<file path="config.mk">
export PLATFORM = sky130hd
export DESIGN_NAME = ide_function_config_regs
export DESIGN_NICKNAME = d
export VERILOG_FILES = /design/src/ide_cfg_pkg.sv /design/src/ide_channel_timing.sv /design/src/ide_function_config_regs.sv
export SDC_FILE = /design/constraint.sdc
export NUM_CORES = 1
export LEC_CHECK = 0
export BUFFER_PORTS_ARGS = -buffer_cell sky130_fd_sc_hd__clkbuf_2
export CAP_MARGIN = 20
export CORE_AREA = 2 2 96 98
export CTS_CLUSTER_DIAMETER = 200
export DETAILED_ROUTE_END_ITERATION = 16
export DIE_AREA = 0 0 98 100
export PLACE_DENSITY = 0.75
export SLEW_MARGIN = 10
export SYNTH_ARGS = -nofsm -noshare
export SYNTH_HDL_FRONTEND = slang
export SYNTH_SLANG_ARGS = --single-unit
</file>
<file path="constraint.sdc">
create_clock -name ref_clk -period 2.4 [get_ports ref_clk]
set_clock_uncertainty 0.2 [all_clocks]
set_input_delay 0.24 -clock ref_clk [delete_from_list [all_inputs] [get_ports ref_clk]]
set_output_delay 0.24 -clock ref_clk [all_outputs]
set_load 0.05 [all_outputs]
</file>
<file path="src/ide_cfg_pkg.sv">
/*
  Constants for the IDE function configuration registers: offsets,
  field positions, reset values and decode addresses.
  Assumes configuration dwords are addressed by cfg_addr[7:2].
*/
package ide_cfg_pkg;

  // Printed byte offsets
  localparam logic [7:0]  LATENCY_OFS     = 8'h0D;
  localparam logic [7:0]  HEADER_TYPE_OFS = 8'h0E;
  localparam logic [7:0]  BM_BASE_OFS     = 8'h20;
  localparam logic [7:0]  PRI_TIM_OFS     = 8'h40;
  localparam logic [7:0]  SEC_TIM_OFS     = 8'h42;

  // Reset and fixed values
  localparam logic [7:0]  HEADER_TYPE_VAL = 8'h00;
  localparam logic [31:0] BM_BASE_RESET   = 32'h00000001;
  localparam logic [15:0] TIMING_RESET    = 16'h0000;
  localparam logic [3:0]  LATENCY_RESET   = 4'h0;
  localparam logic [3:0]  BM_LOW_BITS     = 4'h1;

  // Timing register fields
  localparam int          DECODE_EN_BIT   = 15;
  localparam int          SLAVE_EN_BIT    = 14;
  localparam int          ISP_LSB         = 12;
  localparam int          RTC_LSB         = 8;
  // Writable bits: 11:10 reserved; 14 reserved on the earlier variant
  localparam logic [15:0] TIM_MASK_LATE   = 16'hF3FF;
  localparam logic [15:0] TIM_MASK_EARLY  = 16'hB3FF;

  // ATA register blocks
  localparam logic [15:0] PRI_CMD_BASE    = 16'h01F0;
  localparam logic [15:0] PRI_CTL_ADDR    = 16'h03F6;
  localparam logic [15:0] SEC_CMD_BASE    = 16'h0170;
  localparam logic [15:0] SEC_CTL_ADDR    = 16'h0376;

  // Sample point and recovery code to clock count
  function automatic logic [2:0] isp_clocks(input logic [1:0] code);
    isp_clocks = 3'h5 - {1'b0, code};
  endfunction : isp_clocks

  function automatic logic [2:0] rtc_clocks(input logic [1:0] code);
    rtc_clocks = 3'h4 - {1'b0, code};
  endfunction : rtc_clocks

endpackage : ide_cfg_pkg

</file>
<file path="src/ide_channel_timing.sv">
/*
  Per-channel timing selection: picks the sample point and recovery
  of the selected drive and turns them into clock counts.
  Assumes drive select and slave codes come from same-clock logic.
*/
`timescale 1ns/1ps
module ide_channel_timing (
  input  wire logic [15:0] channel_timing_register,
  input  wire logic [3:0]  slave_code,
  input  wire logic        slave_selected,
  output logic      [2:0]  sample_clocks,
  output logic      [2:0]  recovery_clocks
);
  import ide_cfg_pkg::*;

  wire logic use_slave;
  wire logic [1:0] isp_code;
  wire logic [1:0] rtc_code;

  // Bit 14 is write-masked on the earlier variant, so it stays zero there
  assign use_slave = channel_timing_register[SLAVE_EN_BIT]
                     & slave_selected; // RULE_10
  assign isp_code  = use_slave ? slave_code[3:2]
                     : channel_timing_register[ISP_LSB +: 2]; // RULE_10
  assign rtc_code  = use_slave ? slave_code[1:0]
                     : channel_timing_register[RTC_LSB +: 2]; // RULE_10
  assign sample_clocks   = isp_clocks(isp_code); // RULE_11
  assign recovery_clocks = rtc_clocks(rtc_code); // RULE_12

endmodule : ide_channel_timing

</file>
<file path="src/ide_function_config_regs.sv">
/*
  Configuration registers of the IDE function: burst latency limit,
  header type, bus-master I/O base and two channel timing registers,
  with the burst limiter and I/O decode they steer.
  Assumes single-cycle config strobes on ref_clk from the PCI target
  logic, and frame_active driven by the own bus-master logic.
*/
// Function
// RULE_01: A burst runs without limit while bus hold acknowledge stays asserted.
// RULE_02: After acknowledge negates the burst ends once bits 7:4 of the latency limit in clocks have passed; bits 3:0 are reserved.
// RULE_03: The header type byte is read-only and reads 00h.
// RULE_04: The bus-master base maps a 16-byte I/O window.
// RULE_05: Base bits 15:4 are writable and are compared with address bits 15:4.
// RULE_06: Base bits 31:16, 3:2 and reserved bit 1 read as zero.
// RULE_07: Base bit 0 reads as one and the base resets to 00000001h.
// RULE_08: Two 16-bit channel timing registers reset to 0000h.
// RULE_09: Bit 15 of a timing register claims that channel's ATA blocks, else they go subtractive.
// RULE_10: On the later variant bit 14 gives the slave drive its own timing.
// RULE_11: Sample point codes 00 to 11 give 5, 4, 3 and 2 clocks; bits 11:10 reserved.
// RULE_12: Recovery codes 00 to 11 give 4, 3, 2 and 1 clocks.
// RULE_13: The latency counter is cleared and held outside FRAME and counts during it.
// RULE_14: Reserved bits read zero and ignore writes.
`timescale 1ns/1ps
module ide_function_config_regs #(
  parameter bit LATER_VARIANT = 1'b1
) (
  input  wire logic        ref_clk,
  input  wire logic        rst,
  input  wire logic        cfg_wr,
  input  wire logic        cfg_rd,
  input  wire logic [7:2]  cfg_addr,
  input  wire logic [3:0]  cfg_byte_en,
  input  wire logic [31:0] cfg_wdata,
  output logic      [31:0] cfg_rdata,
  output logic             cfg_rdata_valid,
  input  wire logic        io_cycle,
  input  wire logic [15:0] io_addr,
  output logic             bm_window_hit,
  output logic             primary_ide_hit,
  output logic             secondary_ide_hit,
  output logic             subtractive_decode,
  input  wire logic        frame_active,
  input  wire logic        bus_hold_ack_n,
  output logic             burst_stop,
  input  wire logic [7:0]  slave_timing_register,
  input  wire logic        primary_slave_selected,
  input  wire logic        secondary_slave_selected,
  output logic      [2:0]  primary_sample_clocks,
  output logic      [2:0]  primary_recovery_clocks,
  output logic      [2:0]  secondary_sample_clocks,
  output logic      [2:0]  secondary_recovery_clocks
);
  import ide_cfg_pkg::*;

  localparam logic [15:0] TIM_MASK =
    LATER_VARIANT ? TIM_MASK_LATE : TIM_MASK_EARLY;

  // Shared by both channels
  function automatic logic [7:0] lane_merge(input logic [7:0] old_byte,
                                            input logic [7:0] new_byte,
                                            input logic       enable);
    lane_merge = enable ? new_byte : old_byte;
  endfunction : lane_merge

  function automatic logic ata_block_hit(input logic [15:0] addr,
                                         input logic [15:0] cmd_base,
                                         input logic [15:0] ctl_addr);
    ata_block_hit = addr[15:3] == cmd_base[15:3] || addr == ctl_addr;
  endfunction : ata_block_hit

  logic [3:0]  latency_limit_reg;
  logic [11:0] bm_base_reg;
  logic [15:0] pri_tim_reg;
  logic [15:0] sec_tim_reg;
  logic [7:0]  lat_count_reg;
  logic [7:0]  lat_count_next;
  logic        hold_meta_reg;
  logic        hold_sync_reg;
  logic [31:0] rdata_next;

  wire logic        sel_lat;
  wire logic        sel_base;
  wire logic        sel_tim;
  wire logic [7:0]  lat_value;
  wire logic        lat_expired;
  wire logic [31:0] bm_base_view;
  wire logic [15:0] pri_tim_wr;
  wire logic [15:0] sec_tim_wr;
  wire logic        pri_cmd_hit;
  wire logic        sec_cmd_hit;
  wire logic        lat_wr_en;
  wire logic        base_lo_wr_en;
  wire logic        base_hi_wr_en;
  wire logic        tim_wr_en;

  assign sel_lat  = cfg_addr == LATENCY_OFS[7:2];
  assign sel_base = cfg_addr == BM_BASE_OFS[7:2];
  assign sel_tim  = cfg_addr == PRI_TIM_OFS[7:2];
  assign lat_wr_en     = cfg_wr && sel_lat && cfg_byte_en[1];
  assign base_lo_wr_en = cfg_wr && sel_base && cfg_byte_en[0];
  assign base_hi_wr_en = cfg_wr && sel_base && cfg_byte_en[1];
  // One dword carries both channels, so one strobe writes both
  assign tim_wr_en     = cfg_wr && sel_tim;

  // Byte-lane merges, reserved bits masked off
  assign pri_tim_wr = {lane_merge(pri_tim_reg[15:8], cfg_wdata[15:8],
                                  cfg_byte_en[1]),
                       lane_merge(pri_tim_reg[7:0], cfg_wdata[7:0],
                                  cfg_byte_en[0])} & TIM_MASK; // RULE_14
  assign sec_tim_wr = {lane_merge(sec_tim_reg[15:8], cfg_wdata[31:24],
                                  cfg_byte_en[3]),
                       lane_merge(sec_tim_reg[7:0], cfg_wdata[23:16],
                                  cfg_byte_en[2])} & TIM_MASK; // RULE_14

  always_ff @(posedge ref_clk or posedge rst) begin
    if (rst) begin
      latency_limit_reg <= LATENCY_RESET;
      bm_base_reg       <= BM_BASE_RESET[15:4]; // RULE_07
      pri_tim_reg       <= TIMING_RESET; // RULE_08
      sec_tim_reg       <= TIMING_RESET; // RULE_08
    end else begin
      if (lat_wr_en)
        latency_limit_reg <= cfg_wdata[15:12]; // RULE_02
      if (base_lo_wr_en)
        bm_base_reg[3:0] <= cfg_wdata[7:4]; // RULE_05
      if (base_hi_wr_en)
        bm_base_reg[11:4] <= cfg_wdata[15:8]; // RULE_05
      if (tim_wr_en) begin
        pri_tim_reg <= pri_tim_wr;
        sec_tim_reg <= sec_tim_wr;
      end
    end
  end

  // Fixed fields are wired, so writes cannot disturb them
  assign bm_base_view = {16'h0000, bm_base_reg, BM_LOW_BITS}; // RULE_06 RULE_07

  always_comb begin
    rdata_next = 32'h00000000;
    if (sel_lat)
      rdata_next = {8'h00, HEADER_TYPE_VAL, latency_limit_reg, 4'h0,
                    8'h00}; // RULE_03 RULE_14
    else if (sel_base)
      rdata_next = bm_base_view;
    else if (sel_tim)
      rdata_next = {sec_tim_reg, pri_tim_reg};
  end

  always_ff @(posedge ref_clk or posedge rst) begin
    if (rst) begin
      cfg_rdata       <= 32'h00000000;
      cfg_rdata_valid <= 1'b0;
    end else begin
      cfg_rdata_valid <= cfg_rd;
      if (cfg_rd)
        cfg_rdata <= rdata_next;
    end
  end

  // Pin comes from another domain: two flops before use
  always_ff @(posedge ref_clk or posedge rst) begin
    if (rst) begin
      hold_meta_reg <= 1'b1;
      hold_sync_reg <= 1'b1;
    end else begin
      hold_meta_reg <= bus_hold_ack_n;
      hold_sync_reg <= hold_meta_reg;
    end
  end

  // Counter follows frame_active only, so it needs no synchroniser
  always_ff @(posedge ref_clk or posedge rst) begin
    if (rst)
      lat_count_reg <= 8'h00;
    else
      lat_count_reg <= lat_count_next; // RULE_13
  end

  // Saturates so a long hold does not wrap and re-arm the slice
  assign lat_value = {latency_limit_reg, 4'h0};
  assign lat_expired = lat_count_reg >= lat_value;
  always_comb begin
    lat_count_next = 8'h00; // RULE_13
    if (frame_active)
      lat_count_next = lat_expired ? lat_count_reg
                       : lat_count_reg + 8'h01; // RULE_13
  end

  assign burst_stop = frame_active && lat_expired
                      && hold_sync_reg; // RULE_01 RULE_02

  // I/O decode
  // Base of zero still decodes; gating lives outside this block
  assign bm_window_hit = io_cycle
                         && io_addr[15:4] == bm_base_reg; // RULE_04 RULE_05
  assign pri_cmd_hit = ata_block_hit(io_addr, PRI_CMD_BASE, PRI_CTL_ADDR);
  assign sec_cmd_hit = ata_block_hit(io_addr, SEC_CMD_BASE, SEC_CTL_ADDR);
  assign primary_ide_hit = io_cycle && pri_cmd_hit
                           && pri_tim_reg[DECODE_EN_BIT]; // RULE_09
  assign secondary_ide_hit = io_cycle && sec_cmd_hit
                             && sec_tim_reg[DECODE_EN_BIT]; // RULE_09
  assign subtractive_decode = io_cycle && !primary_ide_hit
                              && !secondary_ide_hit
                              && !bm_window_hit; // RULE_09

  ide_channel_timing u_pri_timing (
    .channel_timing_register (pri_tim_reg),
    .slave_code              (slave_timing_register[3:0]),
    .slave_selected          (primary_slave_selected),
    .sample_clocks           (primary_sample_clocks),
    .recovery_clocks         (primary_recovery_clocks)
  );

  ide_channel_timing u_sec_timing (
    .channel_timing_register (sec_tim_reg),
    .slave_code              (slave_timing_register[7:4]),
    .slave_selected          (secondary_slave_selected),
    .sample_clocks           (secondary_sample_clocks),
    .recovery_clocks         (secondary_recovery_clocks)
  );

endmodule : ide_function_config_regs

</file>
==> flow_summary.yaml, run 1 <==
cts:
  cts.htree.levels: 3
  cts_sinks: 85
  worst_setup_hold_path_clk_slew_ps: 80
  numCtsBuffers: 9
  clkLatencyLatePin_ps: 340
  cts_buffer_depth: 2
  tritoncts_clock_tree: "done"
  clock_tree.root_cell: "sky130_fd_sc_hd__clkbuf_8"
cells_and_area:
  finalNetCount: 573
  multi_input_comb_area_sq_um: 1800
  sequential_cell_area_sq_um: 2130
  design_area_sq_um: 5400
  fillerInstances: 734
  layout.core_utilization: 0.607
  n_antenna_cell: 0
  largest_register_ffs: 30
  area_growth_pct: 36.3
  layout-drive-gt1-share: 0.437
  instances_no_fill: 605
placement:
  dpl.hpwl_mm: 7.32
  instance_count_after_placement_with_tap_cells_included: 552
  gp_congestion: 0.805
  dpl-instance-area_sq_um: 4700
  portBuffers: 120
yosys:
  register_area_share_after_synthesis: 0.538
  netlist_top_cells_count: "83 x sky130_fd_sc_hd__dfrtp_1, 44 x sky130_fd_sc_hd__mux2_2, 31 x sky130_fd_sc_hd__nand2_1"
  ys_warn_count: 0
  synth.area.top_cells: "sky130_fd_sc_hd__dfrtp_1 52%, sky130_fd_sc_hd__mux2_2 13%, sky130_fd_sc_hd__o2bb2ai_1 3.8%"
  synth_enable_flop_cells: 0
  yosysUniqueCellTypes: 42
  postSynth.topFlopCell: "sky130_fd_sc_hd__dfrtp_1"
  synthesis.instances: 328
  synthMostInstantiatedCell: "sky130_fd_sc_hd__dfrtp_1"
  ys_seq_elements: 85
  netlist.area_leader.share: 0.525
  synth_top_cell_by_area: "sky130_fd_sc_hd__dfrtp_1"
  async_flop_share: 1.00
  post_synth_design_cell_area_sq_um: 3960
  synthesis.area_per_instance_sq_um: 12.1
timing:
  achievable-frequency_mhz: 438
  setup-violations-final: 0
  hold_violations: 0
  fin_crit_sh: 0.952
  maxSlewViolCount: 0
  worstMarginPinSlew_ps: 990
  timing.max_slew.rel_slack: 0.335
  finalCriticalPeriod_ps: 2280
  worst_hold_slack_ps: 38.6
global_route:
  grt_pass1_wl_mm: 16.5
  grt_start_max_net_pins: 45
  grt.total_usage: 0.214
  first_global_vias: 3385
  grt_antenna_before_repair: 0
  grt-ovfl-total: 0
route:
  wl_mm: 10.1
  detailedRoute.firstIterationViolations: 103
  route.vias.total: 3222
  antenna_violating_nets_left: 0
  routed_wl_per_cell_um: 16.8
  detail_route.vias_per_cell: 5.33
  firstDrtPassIters: 5
  drcViolationCount: 0
die:
  floorplan.core_area_sq_um: 8890
  die-area_sq_um: 9800
  num_rows: 35
  width_of_the_die_um: 98
  io_pins: 125
  fp.dieH_um: 100
  floorplan.initialDensity: 0.445
setup_path:
  timing.critical_path.fanout_max: 3
  worstSetupStartpointType: "register"
  timing_worst_setup_path_type: "register to output pin"
  critPathCaptureType: "output pin"
  cp.required_ps: 1960
  critPathArrivalTime_ps: 1840
status:
  run_status: "finished clean"
power_and_ir_drop:
  totalPowerFinal_w: 0.00334
  leakagePower_nw: 2.70
  cellPowerDensity_nw_per_um2: 619
  max-vdd-ir-drop_uv: 327
worst_hold_path:
  path_class_of_the_lowest_slack_min_delay_path: "input pin to register"
job:
  max-cap-violations: 0
worst max-delay path: stages (launching register included):
cell and delay (ps):
sky130_fd_sc_hd__dfrtp_1 430, sky130_fd_sc_hd__xnor2_1 170, sky130_fd_sc_hd__nand3_1 130, sky130_fd_sc_hd__nor4_4 330, sky130_fd_sc_hd__and3b_1 210, sky130_fd_sc_hd__clkbuf_2 230
cells in the final DEF (no fill, tap or decap), types with 2 or more instances in the layout:
cell type	n
sky130_fd_sc_hd__nor4_1	2
sky130_fd_sc_hd__nor3_1	2
sky130_fd_sc_hd__nor2_1	9
sky130_fd_sc_hd__a221o_1	6
sky130_fd_sc_hd__and3_1	3
sky130_fd_sc_hd__or4_1	2
sky130_fd_sc_hd__ha_4	3
sky130_fd_sc_hd__nand3_1	3
sky130_fd_sc_hd__inv_1	10
sky130_fd_sc_hd__nor2b_1	7
sky130_fd_sc_hd__inv_2	3
sky130_fd_sc_hd__o21ai_0	3
sky130_fd_sc_hd__mux2i_1	12
sky130_fd_sc_hd__a222oi_1	4
sky130_fd_sc_hd__conb_1	2
sky130_fd_sc_hd__mux2_2	44
sky130_fd_sc_hd__nand2_1	31
sky130_fd_sc_hd__buf_4	12
sky130_fd_sc_hd__nand2b_1	2
sky130_fd_sc_hd__nand3_2	6
sky130_fd_sc_hd__clkinv_2	2
sky130_fd_sc_hd__o31ai_1	2
sky130_fd_sc_hd__nand4_1	6
sky130_fd_sc_hd__dfstp_2	2
sky130_fd_sc_hd__nor4_4	2
sky130_fd_sc_hd__clkbuf_8	9
sky130_fd_sc_hd__o2bb2ai_1	17
sky130_fd_sc_hd__or3_2	2
sky130_fd_sc_hd__and4b_1	2
sky130_fd_sc_hd__dfrtp_1	83
sky130_fd_sc_hd__a22o_1	2
sky130_fd_sc_hd__ha_1	5
sky130_fd_sc_hd__xnor2_1	12
sky130_fd_sc_hd__clkbuf_2	119
sky130_fd_sc_hd__bufinv_16	3
sky130_fd_sc_hd__dlygate4sd3_1	32
sky130_fd_sc_hd__a21oi_1	12
report_power, final:
part / switching [W] / internal [W] / total, W
logic: 0.000359 / 0.000254 / 0.000613
clock network: 0.000481 / 0.000683 / 0.00116
registers: 0.0000589 / 0.00151 / 0.00157
total: 0.000899 / 0.00244 / 0.00334
cells by family (layout without fill, tap and decap cells):
family | after synthesis | after routing | share of synthesized area
AND/OR/NAND/NOR | 89 | 89 | 0.126
flip-flops | 85 | 85 | 0.538
multiplexers | 56 | 56 | 0.156
AO/OA/AOI/OAI | 48 | 48 | 0.0945
buffers and inverters | 29 | 194 | 0.0332
XOR/XNOR | 12 | 12 | 0.0265
adder cells (fa/ha/maj) | 8 | 8 | 0.0253
other | 1 | 2 | 0.000947
what timing repair did:
item	4_1_cts	5_1_grt
endpoints found under the setup margin	1	2
pin swaps	0	5
gates resized for setup	6	13
buffers inserted	0	6
hold endpoints to repair	76	0
cloned	0	0
hold buffers	32	0
final cells by class:
cell class | count | area share
clock buffers | 10 | 0.0236
clock inverters | 5 | 0.0185
inverters | 14 | 0.0104
multi-input cells | 215 | 0.334
flip-flops and latches | 85 | 0.395
well taps | 111 | 0.0257
repair buffers | 165 | 0.193
final timing paths:
| check | startpoint | endpoint | depth (start not counted) | slack (ps) |
|---|---|---|---|---|
| max | bm_base_reg[8] | subtractive_decode | 5 | 120 |
| min | frame_active | lat_count_reg[7] | 3 | 40 |
| max reg2reg | latency_limit_reg[1] | lat_count_reg[6] | 7 | 200 |
| min reg2reg | hold_meta_reg | hold_sync_reg | 0 | 160 |
| max in group asynchronous | rst | cfg_rdata[12] | 4 | 950 |
| min in group asynchronous | rst | cfg_rdata[24] | 3 | 380 |
stage by stage:
step / TNS (ps) / worst slack, ps
3_3_place_gp: 0 / 226
4_1_cts: 0 / 2.83
5_1_grt: -2.50 / -1.63
3_5_place_dp: 0 / 199
2_1_floorplan: -121 / -121
6_report: 0 / 116
layer usage:
metal / up-vias / part of all wire / global-route usage
met3: 14 / 0.047 / 0.0460
met5: - / 0 / 0
met2: 94 / 0.52 / 0.377
li1: 1511 / - / -
met4: 0 / 0.015 / 0.0823
met1: 1603 / 0.42 / 0.259
(Power assumes the default switching activity.)
==> inputs of run 2 (changes only) <==
BUFFER_PORTS_ARGS = not set   (was -buffer_cell sky130_fd_sc_hd__clkbuf_2)
CORE_AREA = 2 2 87 89   (was 2 2 96 98)
DIE_AREA = 0 0 89 91   (was 0 0 98 100)
DONT_BUFFER_PORTS = 1   (was not set)
PLACE_DENSITY = 0.74   (was 0.75)
==> flow_summary.yaml, run 2 (synthesis gave the netlist of run 1 again) <==
status:
  run_status: "finished clean"
cells_and_area:
  layout-drive-gt1-share: 0.272
  design_area_sq_um: 4850
  finalNetCount: 467
  leading_cell_types_in_the_layout_fill_and_taps_excluded: "83 x sky130_fd_sc_hd__dfrtp_1, 44 x sky130_fd_sc_hd__mux2_2, 34 x sky130_fd_sc_hd__dlygate4sd3_1"
  area_growth_pct: 22.4
  final_common_cell: "sky130_fd_sc_hd__dfrtp_1"
  largest_register_ffs: 30
  n_antenna_cell: 0
route:
  route.vias.total: 2910
  detail_route.vias_per_cell: 5.96
  detailedRoute.firstIterationViolations: 169
  antenna_violating_nets_left: 0
  wl_mm: 9.54
  routed_wl_per_cell_um: 19.6
  firstDrtPassIters: 6
  drcViolationCount: 0
cts:
  cts_buffer_depth: 2
  clock_tree.root_cell: "sky130_fd_sc_hd__clkbuf_8"
  tritoncts_clock_tree: "done"
  cts_sinks: 85
  clkLatencyLatePin_ps: 360
  worst_setup_hold_path_clk_slew_ps: 90
  numCtsBuffers: 9
  cts.htree.levels: 3
setup_path:
  critPathCaptureType: "output pin"
  regToRegSetupSlack_ps: 150
  timing.critical_path.slowest_cell_delay_ps: 420
  r2r_cells: 7
  critPathArrivalTime_ps: 1870
  timing.critical_path.fanout_max: 4
  rr_endpoint: "lat_count_reg[6]"
  cp.required_ps: 1960
  worstSetupStartpointType: "register"
  path_cells: "ha_1, nand3_2, nor4_4, nor3_4, nor2_2, buf_6"
  rr_startpoint: "latency_limit_reg[1]"
  timing.critical_path.slowest_stage_cell: "sky130_fd_sc_hd__dfrtp_1"
  timing_worst_setup_path_type: "register to output pin"
timing:
  setup-violations-final: 0
  fin_crit_sh: 0.962
  worstMarginPinSlew_ps: 865
  hold_violations: 0
  maxSlewViolCount: 0
  achievable-frequency_mhz: 433
  timing.max_slew.rel_slack: 0.419
  finalCriticalPeriod_ps: 2310
  worst_hold_slack_ps: 17.9
die:
  io_pins: 125
  fp.dieH_um: 91
  num_rows: 31
  die-area_sq_um: 8100
  floorplan.initialDensity: 0.555
  floorplan.core_area_sq_um: 7140
  width_of_the_die_um: 89
worst_hold_path:
  worst_hold_startpoint: "cfg_wr"
  hold-path-cell-count: 2
  min_delay_worst_endpoint: "pri_tim_reg[13]"
  path_class_of_the_lowest_slack_min_delay_path: "input pin to register"
global_route:
  grt_pass1_wl_mm: 14.8
  grt_antenna_before_repair: 0
  first_global_vias: 3016
  grt_start_max_net_pins: 38
  grt.total_usage: 0.239
  grt-ovfl-total: 0
job:
  max-cap-violations: 0
power_and_ir_drop:
  internal-power_w: 0.00229
  cellPowerDensity_nw_per_um2: 658
  p_switching_w: 0.000902
  power.sequential.fraction: 0.500
  power_frac_clock: 0.344
  max-vdd-ir-drop_uv: 400
  p_sw_frac: 0.283
  comb_power_share: 0.157
  leakagePower_nw: 2.24
placement:
  portBuffers: 0
  gp_congestion: 0.821
  dpl-instance-area_sq_um: 4150
  dpl.hpwl_mm: 6.38
==> run 2: final cells by class <==
class	instances	area, sq um
Sequential cell	85	2130
Inverter	14	56.3
Fill cell	546	2290
Multi-Input combinational cell	215	1770
Clock buffer	12	165
Clock inverter	4	53.8
Tap cell	99	124
Timing Repair Buffer	59	544
==> run 2: repair_timing <==
item | in CTS | in global routing
hold buffers | 35 | 0
endpoints found under the hold margin | 165 | 0
resized for setup | 4 | 7
pin swaps | 0 | 4
cloned | 0 | 0
setup buffers | 0 | 7
endpoints found under the setup margin | 1 | 1
==> run 2: worst max-delay path by stage <==
stage	from	end	cells after the start
2_1_floorplan	bm_base_reg[6]	subtractive_decode	4
3_3_place_gp	lat_count_reg[5]	burst_stop	6
3_5_place_dp	lat_count_reg[5]	burst_stop	6
4_1_cts	latency_limit_reg[1]	burst_stop	7
5_1_grt	latency_limit_reg[1]	burst_stop	7
6_report	lat_count_reg[5]	burst_stop	6
==> run 2: worst max-delay path: cells and delay by family, from the launching register on <==
family                   cells  cell delay [ps]
adder cells (fa/ha/maj)      1              320
AND/OR/NAND/NOR              4              610
buffers and inverters        1              170
flip-flops                   1              420
==> run 2: through the flow <==
stage / utilization / cells / power (W) / setup slack (ps) / TNS [ps]
2_1_floorplan: - / 329 / 0.00195 / -121 / -121
3_3_place_gp: 0.581 / 430 / 0.00200 / 277 / 0
3_5_place_dp: 0.581 / 430 / 0.00201 / 288 / 0
4_1_cts: 0.665 / 481 / 0.00316 / 13.2 / 0
5_1_grt: 0.679 / 488 / 0.00331 / -39.4 / -39.4
6_report: 0.679 / 488 / 0.00319 / 91.3 / 0
==> run 2: layer usage <==
metal  track usage  vias to the layer above  share of wire
met5             0                        -              0
met4        0.0995                        0          0.028
met3        0.0564                       26          0.061
met2         0.400                      122           0.52
met1         0.292                     1461           0.39
li1              -                     1301              -
==> run 2: power groups by stage <==
stage	logic (W)	clock network, W	registers, W
2_1_floorplan	0.000345	0	0.00160
3_3_place_gp	0.000378	0	0.00162
3_5_place_dp	0.000389	0	0.00162
4_1_cts	0.000466	0.00111	0.00159
5_1_grt	0.000536	0.00117	0.00160
6_report	0.000500	0.00110	0.00159
